$ cat config.mk
export PLATFORM = sky130hd
export DESIGN_NAME = wdg_core
export DESIGN_NICKNAME = d
export VERILOG_FILES = /design/src/hw/wdg_pkg.sv /design/src/hw/wdg_core.sv /design/src/hw/wdg_divider.sv
export SDC_FILE = /design/constraint.sdc
export NUM_CORES = 1
export LEC_CHECK = 0
export BUFFER_PORTS_ARGS = -buffer_cell sky130_fd_sc_hd__buf_2
export CAP_MARGIN = 30
export CORE_AREA = 5 5 79 81
export CTS_CLUSTER_SIZE = 10
export DETAILED_ROUTE_END_ITERATION = 6
export DIE_AREA = 0 0 84 86
export GPL_TIMING_DRIVEN = 0
export HOLD_SLACK_MARGIN = 0.1
export PLACE_DENSITY = 0.85
export SLEW_MARGIN = 0
export SYNTH_ARGS = -nofsm -noshare
export SYNTH_HDL_FRONTEND = slang
export SYNTH_SLANG_ARGS = --single-unit
$ cat constraint.sdc
create_clock -name clk_i -period 3.9 [get_ports clk_i]
set_clock_uncertainty 0.2 [all_clocks]
set_input_delay 0.78 -clock clk_i [delete_from_list [all_inputs] [get_ports clk_i]]
set_output_delay 0.78 -clock clk_i [all_outputs]
set_load 0.1 [all_outputs]
$ cat src/hw/wdg_pkg.sv
// Purpose: Constants for the watchdog overflow/enable block.
// Assumes: Classic Wishbone, 32-bit data, byte addresses.
// Notes: One clock; slower rates are enable pulses.
package wdg_pkg;
	// ==========================================================
	// Register map
	localparam logic [3:0] WDG_ADDR_ACTION = 4'h0;
	localparam logic [3:0] WDG_ADDR_CLOCK = 4'h4;
	localparam logic [3:0] WDG_ADDR_RESTART = 4'h8;
	localparam logic [3:0] WDG_ADDR_STATUS = 4'hc;
	// ==========================================================
	// Keys and fields
	localparam logic [11:0] WDG_ACTION_KEY = 12'h234;
	localparam logic [8:0] WDG_CLOCK_KEY = 9'h06e;
	localparam logic [15:0] WDG_RESTART_KEY = 16'hc071;
	localparam int WDG_BIT_GUARD_ON = 0;
	localparam int WDG_BIT_RESET_ON = 1;
	localparam int WDG_BIT_IRQ_ON = 2;
	localparam int WDG_BIT_PIN_ON = 3;
	localparam logic [3:0] WDG_ACTION_RST = 4'h0;
	localparam logic [5:0] WDG_CLOCK_RST = 6'h00;
	localparam logic [11:0] WDG_LOW_PRELOAD = 12'hfff;
	// ==========================================================
	// Timing
	localparam int WDG_PIN_CYCLES = 8;
	localparam logic [3:0] WDG_PIN_LOAD = 4'(WDG_PIN_CYCLES);
	localparam logic [9:0] WDG_DIV8 = 10'd7;
	localparam logic [9:0] WDG_DIV32 = 10'd31;
	localparam logic [9:0] WDG_DIV128 = 10'd127;
	localparam logic [9:0] WDG_DIV1024 = 10'd1023;
endpackage

$ cat src/hw/wdg_core.sv
// Purpose: Watchdog with keyed registers, overflow flag and overflow actions.
// Assumes: Classic Wishbone slave, one-cycle registered ack.
// Notes: Internal reset request is a level held until a system reset.
`timescale 1ns/10ps
module wdg_core
	import wdg_pkg::*;
(
	// Clock and reset
	input wire logic clk_i,
	input wire logic rst_i,
	// Wishbone slave
	input wire logic cyc_i,
	input wire logic stb_i,
	input wire logic we_i,
	input wire logic [3:0] adr_i,
	input wire logic [3:0] sel_i,
	input wire logic [31:0] dat_i,
	output logic [31:0] dat_o,
	output logic ack_o,
	// Overflow actions
	output logic wd_reset_o,
	output logic wd_irq_o,
	output logic overflow_out_n_o
);
	// ==========================================================
	// Bus decode
	logic [3:0] action_r;
	logic [1:0] counter_clock_select_r;
	logic [3:0] high_preload_field_r;
	logic overflow_seen_flag_r;
	logic [15:0] count_r;
	logic [3:0] pin_cnt_r;
	logic tick;
	logic req;
	logic wr;
	logic wr_action;
	logic wr_clock;
	logic do_restart;
	logic overflow;
	logic guard_on;
	logic expired_r;

	function automatic logic hit(input logic [3:0] a, input logic [3:0] off);
		return a == off;
	endfunction

	assign req = cyc_i && stb_i && !ack_o;
	// Writes commit at the edge where the master samples ack, so an abandoned
	// cycle changes nothing; they need the low lanes, or half a key could land
	assign wr = cyc_i && stb_i && ack_o && we_i && sel_i[1:0] == 2'b11;
	assign wr_action = wr && hit(adr_i, WDG_ADDR_ACTION) &&
		dat_i[15:4] == WDG_ACTION_KEY;
	assign wr_clock = wr && hit(adr_i, WDG_ADDR_CLOCK) &&
		dat_i[15:7] == WDG_CLOCK_KEY;
	assign do_restart = wr && hit(adr_i, WDG_ADDR_RESTART) &&
		dat_i[15:0] == WDG_RESTART_KEY;
	assign guard_on = action_r[WDG_BIT_GUARD_ON];
	// A parked counter must not fire again on every later tick
	assign overflow = guard_on && tick && count_r == 16'h0000 && !expired_r;

	always_ff @(posedge clk_i) begin
		if (rst_i) begin
			ack_o <= 1'b0;
		end else begin
			ack_o <= req;
		end
	end

	// Unmapped offsets read zero and are still acknowledged
	always_ff @(posedge clk_i) begin
		if (rst_i) begin
			dat_o <= 32'h00000000;
		end else if (req && !we_i) begin
			case (adr_i)
				WDG_ADDR_ACTION: dat_o <= {28'h0000000, action_r};
				WDG_ADDR_CLOCK: dat_o <= {26'h0, high_preload_field_r,
					counter_clock_select_r};
				WDG_ADDR_STATUS: dat_o <= {31'h0, overflow_seen_flag_r};
				default: dat_o <= 32'h00000000;
			endcase
		end
	end

	// ==========================================================
	// Configuration registers
	always_ff @(posedge clk_i) begin
		if (rst_i) begin
			action_r <= WDG_ACTION_RST;
		end else if (wr_action) begin
			action_r <= dat_i[3:0];
		end
	end

	always_ff @(posedge clk_i) begin
		if (rst_i) begin
			{high_preload_field_r, counter_clock_select_r} <= WDG_CLOCK_RST;
		end else if (wr_clock) begin
			high_preload_field_r <= dat_i[5:2];
			counter_clock_select_r <= dat_i[1:0];
		end
	end

	// ==========================================================
	// Counter
	wdg_divider u_div (
		.clk_i(clk_i),
		.rst_i(rst_i),
		.run_i(guard_on),
		.clear_i(do_restart),
		.sel_i(counter_clock_select_r),
		.tick_o(tick)
	);

	// Counter stops at zero after overflow until restarted
	always_ff @(posedge clk_i) begin
		if (rst_i) begin
			count_r <= {WDG_LOW_PRELOAD, 4'h0} | 16'hffff;
		end else if (do_restart) begin
			count_r <= {high_preload_field_r, WDG_LOW_PRELOAD};
		end else if (guard_on && tick && count_r != 16'h0000) begin
			count_r <= count_r - 16'h0001;
		end
	end

	// One overflow per restart; a restart reloads the counter, so it clears this
	always_ff @(posedge clk_i) begin
		if (rst_i) begin
			expired_r <= 1'b0;
		end else if (do_restart) begin
			expired_r <= 1'b0;
		end else if (overflow) begin
			expired_r <= 1'b1;
		end
	end

	// Overflow beats a restart written in the same cycle
	always_ff @(posedge clk_i) begin
		if (rst_i) begin
			overflow_seen_flag_r <= 1'b0;
		end else if (overflow) begin
			overflow_seen_flag_r <= 1'b1;
		end else if (do_restart) begin
			overflow_seen_flag_r <= 1'b0;
		end
	end

	// ==========================================================
	// Overflow actions
	always_ff @(posedge clk_i) begin
		if (rst_i) begin
			wd_reset_o <= 1'b0;
			wd_irq_o <= 1'b0;
		end else begin
			wd_reset_o <= wd_reset_o || (overflow && action_r[WDG_BIT_RESET_ON]);
			wd_irq_o <= overflow && action_r[WDG_BIT_IRQ_ON];
		end
	end

	always_ff @(posedge clk_i) begin
		if (rst_i) begin
			pin_cnt_r <= 4'h0;
			overflow_out_n_o <= 1'b1;
		end else if (overflow && action_r[WDG_BIT_PIN_ON]) begin
			pin_cnt_r <= WDG_PIN_LOAD - 4'h1;
			overflow_out_n_o <= 1'b0;
		end else if (pin_cnt_r != 4'h0) begin
			pin_cnt_r <= pin_cnt_r - 4'h1;
			overflow_out_n_o <= 1'b0;
		end else begin
			overflow_out_n_o <= 1'b1;
		end
	end

	// ==========================================================
	// Checks
	AST_FLAG_SET: assert property (@(posedge clk_i) disable iff (rst_i)
		overflow |=> overflow_seen_flag_r)
		else $error("Overflow did not set the status flag");
	AST_FLAG_CLEAR: assert property (@(posedge clk_i) disable iff (rst_i)
		(do_restart && !overflow) |=> !overflow_seen_flag_r)
		else $error("Restart did not clear the status flag");
	AST_DISABLE: assert property (@(posedge clk_i) disable iff (rst_i)
		(wr && adr_i == WDG_ADDR_ACTION && dat_i[15:0] == 16'h2340) |=> !guard_on)
		else $error("Disable write left the watchdog running");
	AST_RESET_OFF: assert property (@(posedge clk_i)
		rst_i |=> (!guard_on && !wd_reset_o && overflow_out_n_o))
		else $error("Watchdog not disabled after reset");
	AST_CLOCK_SETUP: assert property (@(posedge clk_i) disable iff (rst_i)
		(wr && adr_i == WDG_ADDR_CLOCK && dat_i[15:0] == 16'h373c) |=>
		(high_preload_field_r == 4'hf && counter_clock_select_r == 2'b00))
		else $error("Clock setup write not applied");
	AST_RELOAD: assert property (@(posedge clk_i) disable iff (rst_i)
		do_restart |=> count_r == {$past(high_preload_field_r), 12'hfff})
		else $error("Restart did not reload the counter");
	AST_ENABLE: assert property (@(posedge clk_i) disable iff (rst_i)
		(wr && adr_i == WDG_ADDR_ACTION && dat_i[15:0] == 16'h2345) |=>
		(guard_on && action_r[WDG_BIT_IRQ_ON] && !action_r[WDG_BIT_RESET_ON]))
		else $error("Enable write not applied");
	AST_PIN_PULSE: assert property (@(posedge clk_i) disable iff (rst_i)
		$fell(overflow_out_n_o) |-> (!overflow_out_n_o [*8]) ##1 overflow_out_n_o)
		else $error("Overflow pin pulse is not 8 cycles");
	AST_IRQ_ONE: assert property (@(posedge clk_i) disable iff (rst_i)
		wd_irq_o |=> !wd_irq_o)
		else $error("Interrupt pulse longer than one cycle");
	AST_BAD_KEY: assert property (@(posedge clk_i) disable iff (rst_i)
		(wr && adr_i == WDG_ADDR_ACTION && dat_i[15:4] != 12'h234) |=>
		action_r == $past(action_r))
		else $error("Action register changed without its key");
	AST_IRQ_ONCE: assert property (@(posedge clk_i) disable iff (rst_i)
		wd_irq_o |=> (!wd_irq_o) [*8])
		else $error("Interrupt fired again without a restart");
	AST_QUIET_OFF: assert property (@(posedge clk_i) disable iff (rst_i)
		!guard_on |=> !wd_irq_o)
		else $error("Disabled watchdog raised an interrupt");
endmodule

$ cat src/hw/wdg_divider.sv
// Purpose: Master clock prescaler giving a one-cycle counter tick.
// Assumes: sel_i changes only while the watchdog is disabled and reprogrammed.
// Notes: Restart clears the prescaler so the first period is whole.
`timescale 1ns/10ps
module wdg_divider
	import wdg_pkg::*;
(
	// Clock and reset
	input wire logic clk_i,
	input wire logic rst_i,
	// Control
	input wire logic run_i,
	input wire logic clear_i,
	input wire logic [1:0] sel_i,
	// Tick
	output logic tick_o
);
	logic [9:0] cnt_r;
	logic [9:0] last;

	always_comb begin
		case (sel_i)
			2'b00: last = WDG_DIV8;
			2'b01: last = WDG_DIV32;
			2'b10: last = WDG_DIV128;
			2'b11: last = WDG_DIV1024;
			default: last = WDG_DIV8;
		endcase
	end

	always_ff @(posedge clk_i) begin
		if (rst_i || clear_i || !run_i) begin
			cnt_r <= 10'h000;
			tick_o <= 1'b0;
		end else if (cnt_r >= last) begin
			cnt_r <= 10'h000;
			tick_o <= 1'b1;
		end else begin
			cnt_r <= cnt_r + 10'h001;
			tick_o <= 1'b0;
		end
	end

	AST_DIV_SPACING: assert property (@(posedge clk_i) disable iff (rst_i)
		(tick_o && sel_i == 2'b00 && run_i && !clear_i) |=>
		(!tick_o || clear_i || !run_i || sel_i != 2'b00) [*7])
		else $error("Divide-by-8 tick came too soon");
endmodule

==> flow_summary.json, run 1 <==
{
  "fin_hold_ws_ps": 255,
  "clock_latency_ps": 300,
  "grt_max_degree": 15,
  "finalSetupViolations": 0,
  "reg2reg_depth": 7,
  "slew_headroom": 0.454,
  "avgRoutedWirePerCell_um": 13.6,
  "dp_hpwl_um": 5070,
  "regToRegStartpoint": "count_r[0]",
  "clkSinkCount": 53,
  "r2r_end": "overflow_out_n_o",
  "postLayoutCellArea_sq_um": 3400,
  "ys_top_cells_by_area": "dfxtp_1, buf_4, nand3_1",
  "ioPinCount": 81,
  "start_kind": "primary input",
  "rsz0062_at_grt": "false",
  "power.density_nw_per_um2": 355,
  "cts_tree": "done",
  "drive_gt1_frac": 0.227,
  "cts.htree.levels": 2,
  "synth_cell_types": 60,
  "critPathCaptureType": "flip-flop",
  "ys_warn_count": 0,
  "cts_root_buf": "clkbuf_8",
  "worst_pin_slew_ps": 813,
  "cts_buffers": 5,
  "rows": 27,
  "finalCritPeriodShare": 0.620,
  "drv_slew": 0,
  "fp.dieW_um": 84,
  "drt-vias-per-instance": 5.49,
  "cts_resized": 0,
  "synth_common_cells": "dfxtp_1, nand3_1, buf_4",
  "vias": 2641,
  "path_clk_slew_ps": 90,
  "die_area_sq_um": 7220,
  "cp_data_required_time_ps": 3930,
  "hold_violations": 0,
  "hold_buffers": 0,
  "grt_pass1_vias": 2569,
  "die_h_um": 86,
  "post_cts_buffers": 0,
  "synth_async_sr_flop_share": 0,
  "synth_edf_count": 0,
  "holdPathEnd": "dat_o[4]",
  "status": "finished clean",
  "ys_seq_area_frac": 0.359,
  "syn_avg_cell_area_sq_um": 8.65,
  "holdPathStages": 2,
  "syn_area_sq_um": 2960,
  "ys.flop_type": "dfxtp_1",
  "nets": 466,
  "grt_antenna_before_repair": 0,
  "gr-total-overflow": 0,
  "critPathKind": "primary input to flip-flop",
  "cts_buffer_depth": 2,
  "yosysTopAreaCell": "dfxtp_1",
  "diodes": 0,
  "drv_cap": 0,
  "start_util": 0.547,
  "grt_usage": 0.183,
  "io_buffers": 35,
  "dpl_cell_area_sq_um": 3320,
  "vdd_drop_max_v": 0.000214,
  "fp.coreArea_sq_um": 5410,
  "wl_um": 6540,
  "fmax_ghz": 0.414,
  "drt_iter0_drc": 203,
  "min_from": "dat_o[4]",
  "yosysTopAreaCellShare": 0.359,
  "first_pass_iters": 4,
  "p_leak_nw": 1.40,
  "gp_congestion": 0.793,
  "grt_pass1_wl_um": 11300,
  "ys_ff_latch": 53,
  "syn2layout_area_growth_pct": 15.1,
  "holdCritPathClass": "flip-flop to flip-flop",
  "tns_ps": 0,
  "cp_data_arrival_time_ps": 2450,
  "ant_nets": 0,
  "rrSetupSlack_ps": 1760,
  "worst-path-max-fanout": 7,
  "fin_total_pwr_mw": 1.21,
  "route.detailed.drc": 0,
  "postSynthCellCount": 342,
  "period_minus_slack_ps": 2420,
  "yosys.cell_count.top_type": "dfxtp_1"
}
## final cells by class
| cell class | count | area, sq um |
|---|---|---|
| inverter | 8 | 30.0 |
| tap | 72 | 90.1 |
| buffer | 41 | 267 |
| fill | 483 | 2000 |
| multi-input combinational | 265 | 1690 |
| sequential | 53 | 1060 |
| clock buffer | 7 | 86.3 |
| timing repair buffer | 35 | 175 |
## state kept, by name, indices dropped and copies added, names as in the netlist
name,count
count_r,16
u_div.cnt_r,10
dat_o,6
action_r,4
high_preload_field_r,4
pin_cnt_r,4
counter_clock_select_r,2
ack_o,1
expired_r,1
overflow_out_n_o,1
overflow_seen_flag_r,1
u_div.tick_o,1
wd_irq_o,1
wd_reset_o,1
## power by group
group,switching (mW),internal [mW]
logic,0.231,0.0903
registers,0.0142,0.563
clock network,0.167,0.141
total,0.412,0.795
## cell families (layout without fill, tap and decap cells)
| group | after synthesis | after routing | share of synthesized area |
|---|---|---|---|
| DFF | 53 | 53 | 0.359 |
| AOI/OAI and AO/OA | 71 | 71 | 0.151 |
| adders and majority gates | 12 | 12 | 0.0508 |
| muxes | 7 | 7 | 0.0250 |
| and+or+nand+nor | 139 | 139 | 0.284 |
| xor gates and xnor gates | 10 | 10 | 0.0296 |
| buffers and inverters | 49 | 91 | 0.100 |
| other | 1 | 26 | 0.00127 |
## cells in the final DEF, fill, tap and decap left out, drive strengths merged, types with 7 or more instances in the layout
master / instances
buf: 68
a21oi: 26
xor2: 7
inv: 8
a211oi: 7
nor2: 10
ha: 12
or3: 7
nand3: 32
o21ai: 18
nor3: 20
dfxtp: 53
nand2: 17
clkbuf: 15
conb: 26
## worst max-delay path by stage
stage	startpoint	end	slack [ps]	cells after the start
final	adr_i[2]	high_preload_field_r[3]	1480	6
after floorplan	ack_o	counter_clock_select_r[1]	1370	5
after CTS	dat_i[1]	u_div.cnt_r[8]	1550	6
after detailed placement	dat_i[1]	u_div.cnt_r[8]	1220	6
after global routing	adr_i[2]	high_preload_field_r[2]	1390	6
after global placement	dat_i[1]	u_div.cnt_r[5]	1260	6
## layer usage
layer,GRT usage,up-vias,part of all wire
met5,0,-,0
met4,0.0395,0,0.0072
met3,0.0394,5,0.054
met2,0.325,77,0.50
met1,0.229,1221,0.44
li1,-,1338,-
## per-stage QoR
| step | std cells | setup slack (ps) | util |
|---|---|---|---|
| 5_1_grt | 481 | 1390 | 0.630 |
| 6_report | 481 | 1480 | 0.630 |
| 3_3_place_gp | 474 | 1260 | 0.614 |
| 3_5_place_dp | 474 | 1220 | 0.614 |
| 2_1_floorplan | 367 | 1370 | - |
| 4_1_cts | 481 | 1550 | 0.630 |
## critical path, stage by stage
cell,delay (ps)
buf_2,190
nor4b_1,630
and4_1,290
clkbuf_1,240
nand3_1,160
a21oi_1,170
No activity file was read; power rests on OpenSTA's default activity.
==> run 2, diff against run 1 <==
- CORE_AREA: 5 5 79 81 -> 5 5 81 83
- DIE_AREA: 0 0 84 86 -> 0 0 86 88
- PLACE_DENSITY: 0.85 -> 0.81
- clock period: 3.9 -> 2.3 ns (I/O delays scaled with it)
==> run 2 against run 1 <==
Final cell count up 0.83%. Total power grew 88%. Combinational power rose by 68%. Die area up 4.8%. Largest power group unchanged. Critical path type is now flip-flop to flip-flop. Sequential power is 70% higher.
==> flow_summary.json, run 2 (synthesis results as in run 1) <==
{
  "post_cts_buffers": 0,
  "fin_hold_ws_ps": 227,
  "gp_congestion": 0.923,
  "grt_pass1_vias": 2548,
  "largestRegisters": "count_r: 16 flops, u_div.cnt_r: 10 flops, dat_o: 6 flops",
  "critPathKind": "flip-flop to flip-flop",
  "critPathCaptureType": "flip-flop",
  "multiInputGateArea_sq_um": 1700,
  "start_kind": "flip-flop",
  "p_leak_nw": 1.43,
  "register_area_sq_um": 1060,
  "drv_slew": 0,
  "fin_total_pwr_mw": 2.26,
  "largest_register_ffs": 16,
  "cts_buffer_depth": 2,
  "dp_hpwl_um": 5030,
  "rows": 28,
  "tns_ps": 0,
  "nets": 466,
  "place_inst": 477,
  "mostFrequentLayoutCell": "dfxtp_1",
  "vdd_drop_max_v": 0.000378,
  "wl_um": 6370,
  "clkSinkCount": 53,
  "regToRegStartpoint": "count_r[2]",
  "status": "finished clean",
  "rsz0062_at_grt": "false",
  "holdCritPathClass": "primary input to flip-flop",
  "path_clk_slew_ps": 100,
  "hold_buffers": 0,
  "die_h_um": 88,
  "vias": 2607,
  "cts_tree": "done",
  "finalCritPeriodShare": 0.927,
  "power.density_nw_per_um2": 654,
  "ant_nets": 0,
  "fmax_ghz": 0.469,
  "io_buffers": 35,
  "period_minus_slack_ps": 2130,
  "slew_headroom": 0.484,
  "grt_pass1_wl_um": 11300,
  "layout_common_cells": "dfxtp_1, buf_2, nand3_1, buf_4, conb_1",
  "cts_root_buf": "clkbuf_8",
  "grt_antenna_before_repair": 0,
  "worst_pin_slew_ps": 768,
  "cp_data_arrival_time_ps": 2130,
  "route.detailed.drc": 0,
  "drt_iter0_drc": 121,
  "drive_gt1_frac": 0.239,
  "layout_setup_ws_ps": 168,
  "cts_buffers": 5,
  "finalSetupViolations": 0,
  "fp.coreArea_sq_um": 5780,
  "grt_max_degree": 17,
  "grt_usage": 0.181,
  "worst-path-max-fanout": 6,
  "largest-register": "count_r",
  "fin_cells": 485,
  "clock_latency_ps": 310,
  "drt-vias-per-instance": 5.38,
  "diodes": 0,
  "cts_resized": 0,
  "drv_cap": 0,
  "preCtsSetupSlack_ps": -114,
  "hold_violations": 0,
  "first_pass_iters": 4,
  "cp_data_required_time_ps": 2300,
  "die_area_sq_um": 7570,
  "fp.dieW_um": 86,
  "ioPinCount": 81,
  "cts.htree.levels": 2,
  "avgRoutedWirePerCell_um": 13.1,
  "min_from": "dat_i[5]",
  "gr-total-overflow": 0,
  "start_util": 0.512,
  "fillers": 527,
  "syn2layout_area_growth_pct": 17.1,
  "startpoint": "count_r[2]"
}
run 2: cell count changes in the layout (fill, tap and decap cells not counted):
| cell | delta |
|---|---|
| clkbuf_8 | -1 |
| clkinv_2 | +1 |
| dfxtp_2 | +1 |
| nor3_1 | -1 |
| dfxtp_1 | -1 |
| bufinv_16 | +2 |
| nor3_2 | +1 |
| buf_2 | -1 |
| clkbuf_1 | -2 |
| clkbuf_2 | +1 |
| clkbuf_4 | +1 |
run 2: final timing paths:
kind	end	slack, ps	depth (start not counted)
worst max-delay path	overflow_out_n_o	170	4
worst min-delay path	high_preload_field_r[3]	230	3
worst max register to register	overflow_out_n_o	170	4
worst min register to register	ack_o	260	1
run 2: power breakdown:
| group | total, mW | internal, mW | leakage (nW) | switching (mW) |
|---|---|---|---|---|
| Sequential | 0.981 | 0.955 | 0.429 | 0.0259 |
| Combinational | 0.539 | 0.153 | 0.928 | 0.386 |
| Clock | 0.744 | 0.432 | 0.0681 | 0.311 |
run 2: final cells by class:
cell class                 count  share of cell area
buffer                        41              0.0780
clock buffer                   5              0.0199
clock inverter                 3              0.0188
inverter                       8             0.00867
multi-input combinational    265               0.490
sequential                    53               0.307
tap                           75              0.0271
timing repair buffer          35              0.0506
run 2: stage by stage:
stage,utilization,instance area [sq um]
after floorplan,-,3050
after global placement,0.575,3320
after detailed placement,0.575,3320
after CTS,0.598,3460
after global routing,0.599,3460
final,0.599,3460
run 2: critical path: stages (launching register included):
cell and delay [ps]:
dfxtp_1 380, or3_1 430, nor4_1 450, nand3_1 240
a31o_2 320
run 2: routing by layer:
metal  part of all wire  up-vias  wire (um)  track usage
met5                  0        -          0            0
met4             0.0099        0         63       0.0547
met3              0.057        9        365       0.0339
met2               0.49       75       3140        0.321
met1               0.44     1183       2800        0.222
li1                   -     1340          -            -
==> run 3, diff against run 2 <==
- CORE_AREA: 5 5 81 83 -> 5 5 86 88
- DIE_AREA: 0 0 86 88 -> 0 0 91 93
- HOLD_SLACK_MARGIN: 0.1 -> 0.15
- PLACE_DENSITY: 0.81 -> 0.76
- clock period: 2.3 -> 1.7 ns (I/O delays scaled with it)
==> run 3 against run 2 <==
The flow now finishes with violations (setup timing). Routed wire length rose by 29%. Die area rose by 12%. Clock power decreased by 0.7%. Combinational power rose by 46%. Design area rose by 24%. Total power up 26%. Sequential power is 35% higher.
==> flow_summary.json, run 3 (synthesis results as in run 1) <==
{
  "drv_cap": 0,
  "fin_cells": 517,
  "grt_pass1_wl_um": 13000,
  "drt-vias-per-instance": 5.66,
  "clock_latency_ps": 310,
  "drt_iter0_drc": 124,
  "status": "finished, violations left",
  "p_leak_nw": 1.70,
  "finalCritPeriodShare": 1.13,
  "critPathKind": "flip-flop to flip-flop",
  "cts_buffer_depth": 2,
  "fillers": 474,
  "worst-path-max-fanout": 5,
  "cp_data_required_time_ps": 1680,
  "cts_root_buf": "clkbuf_8",
  "avgRoutedWirePerCell_um": 15.9,
  "worstSetupEndpoint": "counter_clock_select_r[0]",
  "route.detailed.drc": 0,
  "critPathBufInv": 2,
  "cts.htree.levels": 2,
  "grt_usage": 0.181,
  "diodes": 0,
  "violations": "setup timing",
  "cpLargestDelayFamily": "simple AND/OR/NAND/NOR gates",
  "layout_common_cells": "buf_4, dfxtp_1, buf_2, conb_1, nand3_1",
  "nets": 493,
  "die_h_um": 93,
  "cp_data_arrival_time_ps": 1900,
  "start_kind": "flip-flop",
  "largest-register": "count_r",
  "rows": 30,
  "wl_um": 8200,
  "die_area_sq_um": 8460,
  "hold_violations": 0,
  "path_clk_slew_ps": 100,
  "fmax_ghz": 0.521,
  "ant_nets": 0,
  "tns_ps": -5330,
  "slowest_stage": "or4_4",
  "critPathCaptureType": "flip-flop",
  "grt_max_degree": 18,
  "ioPinCount": 81,
  "gp_congestion": 0.875,
  "gr-total-overflow": 0,
  "drive_gt1_frac": 0.476,
  "vdd_drop_max_v": 0.000549,
  "holdPathStages": 4,
  "holdCritPathClass": "primary input to flip-flop",
  "reg2reg_depth": 6,
  "drv_slew": 0,
  "slew_headroom": 0.614,
  "finalSetupViolations": 42,
  "cts_tree": "done",
  "r2r_end": "counter_clock_select_r[0]",
  "start_util": 0.450,
  "fp.dieW_um": 91,
  "worst_pin_slew_ps": 578,
  "rrSetupSlack_ps": -220,
  "path_cells": "nand4_1, buf_4, or4_4, buf_8, o21ai_4, a21oi_2",
  "grt_antenna_before_repair": 0,
  "period_minus_slack_ps": 1920,
  "rsz0062_at_grt": "true",
  "layout_setup_ws_ps": -219,
  "regToRegStartpoint": "ack_o",
  "largest_register_ffs": 16,
  "power.density_nw_per_um2": 663,
  "io_buffers": 35,
  "grt_pass1_vias": 2859,
  "dp_hpwl_um": 5100,
  "largestRegisters": "count_r: 16 flops, u_div.cnt_r: 10 flops, dat_o: 6 flops",
  "startpoint": "ack_o",
  "first_pass_iters": 4,
  "clkSinkCount": 53,
  "cts_buffers": 5,
  "place_inst": 482,
  "vias": 2924,
  "syn2layout_area_growth_pct": 45.1,
  "cp.depth": 6,
  "slowest_delay_ps": 550,
  "fp.coreArea_sq_um": 6570
}
## run 3: cell count changes in the layout (fill, tap and decap cells not counted), moves of 7 or more
| cell | before | now |
|---|---|---|
| dfxtp_1 | 52 | 41 |
| buf_4 | 26 | 41 |
| nand3_2 | 0 | 9 |
| o21ai_0 | 18 | 7 |
| nor3_1 | 18 | 5 |
| nand3_1 | 32 | 23 |
| nor3_2 | 1 | 12 |
| dlygate4sd3_1 | 0 | 7 |
| a21oi_1 | 25 | 17 |
## run 3: layout make-up
cell class	count	area, sq um	area share
Multi-Input combinational cell	266	2230	0.520
Clock buffer	5	68.8	0.0160
Sequential cell	53	1090	0.254
Tap cell	80	100	0.0233
Inverter	8	32.5	0.00758
Buffer	39	305	0.0711
Timing Repair Buffer	63	444	0.103
Clock inverter	3	21.3	0.00496
## run 3: worst min-delay path, cell delays in order
cell and delay [ps]:
buf_2 140, nor2_1 50, nand3_1 70, a21oi_1 60
## run 3: power by group
part	switching, mW	internal, mW
sequential	0.0361	1.29
clock	0.446	0.294
combinational	0.551	0.235
## run 3: how the worst min path moves through the flow
stage                     slack, ps              to      startpoint
final                           190        dat_o[0]        adr_i[0]
after global routing            200        dat_o[2]            we_i
after CTS                       150        dat_o[0]        adr_i[0]
after detailed placement        230           ack_o           ack_o
after global placement          230           ack_o           ack_o
after floorplan                 220  u_div.cnt_r[0]  u_div.cnt_r[0]
## run 3: metal layers
| layer | share of wire | wire [um] | track usage | vias to the layer above |
|---|---|---|---|---|
| met5 | 0 | 0 | 0 | - |
| met4 | 0.024 | 199 | 0.0648 | 0 |
| met3 | 0.048 | 394 | 0.0322 | 21 |
| met2 | 0.52 | 4260 | 0.320 | 104 |
| met1 | 0.41 | 3340 | 0.220 | 1395 |
| li1 | - | - | - | 1404 |
## run 3: per-stage QoR
step           area [sq um]  total power [mW]  setup slack (ps)   util  hold WS [ps]
5_1_grt                4290              2.97              -267  0.653           205
3_3_place_gp           3420              2.07              -542  0.521           232
4_1_cts                3980              2.84              -198  0.605           154
2_1_floorplan          3150              1.98              -196      -           218
3_5_place_dp           3420              2.09              -550  0.521           230
6_report               4290              2.85              -219  0.653           188
## run 3: repair_timing
item                                    CTS  global route
hold buffers                              7             0
endpoints found under the setup margin   45            51
setup buffers                            12             6
endpoints found under the hold margin    11             0
resized for setup                        67            53
pin swaps                                24            19
cloned                                    3             1
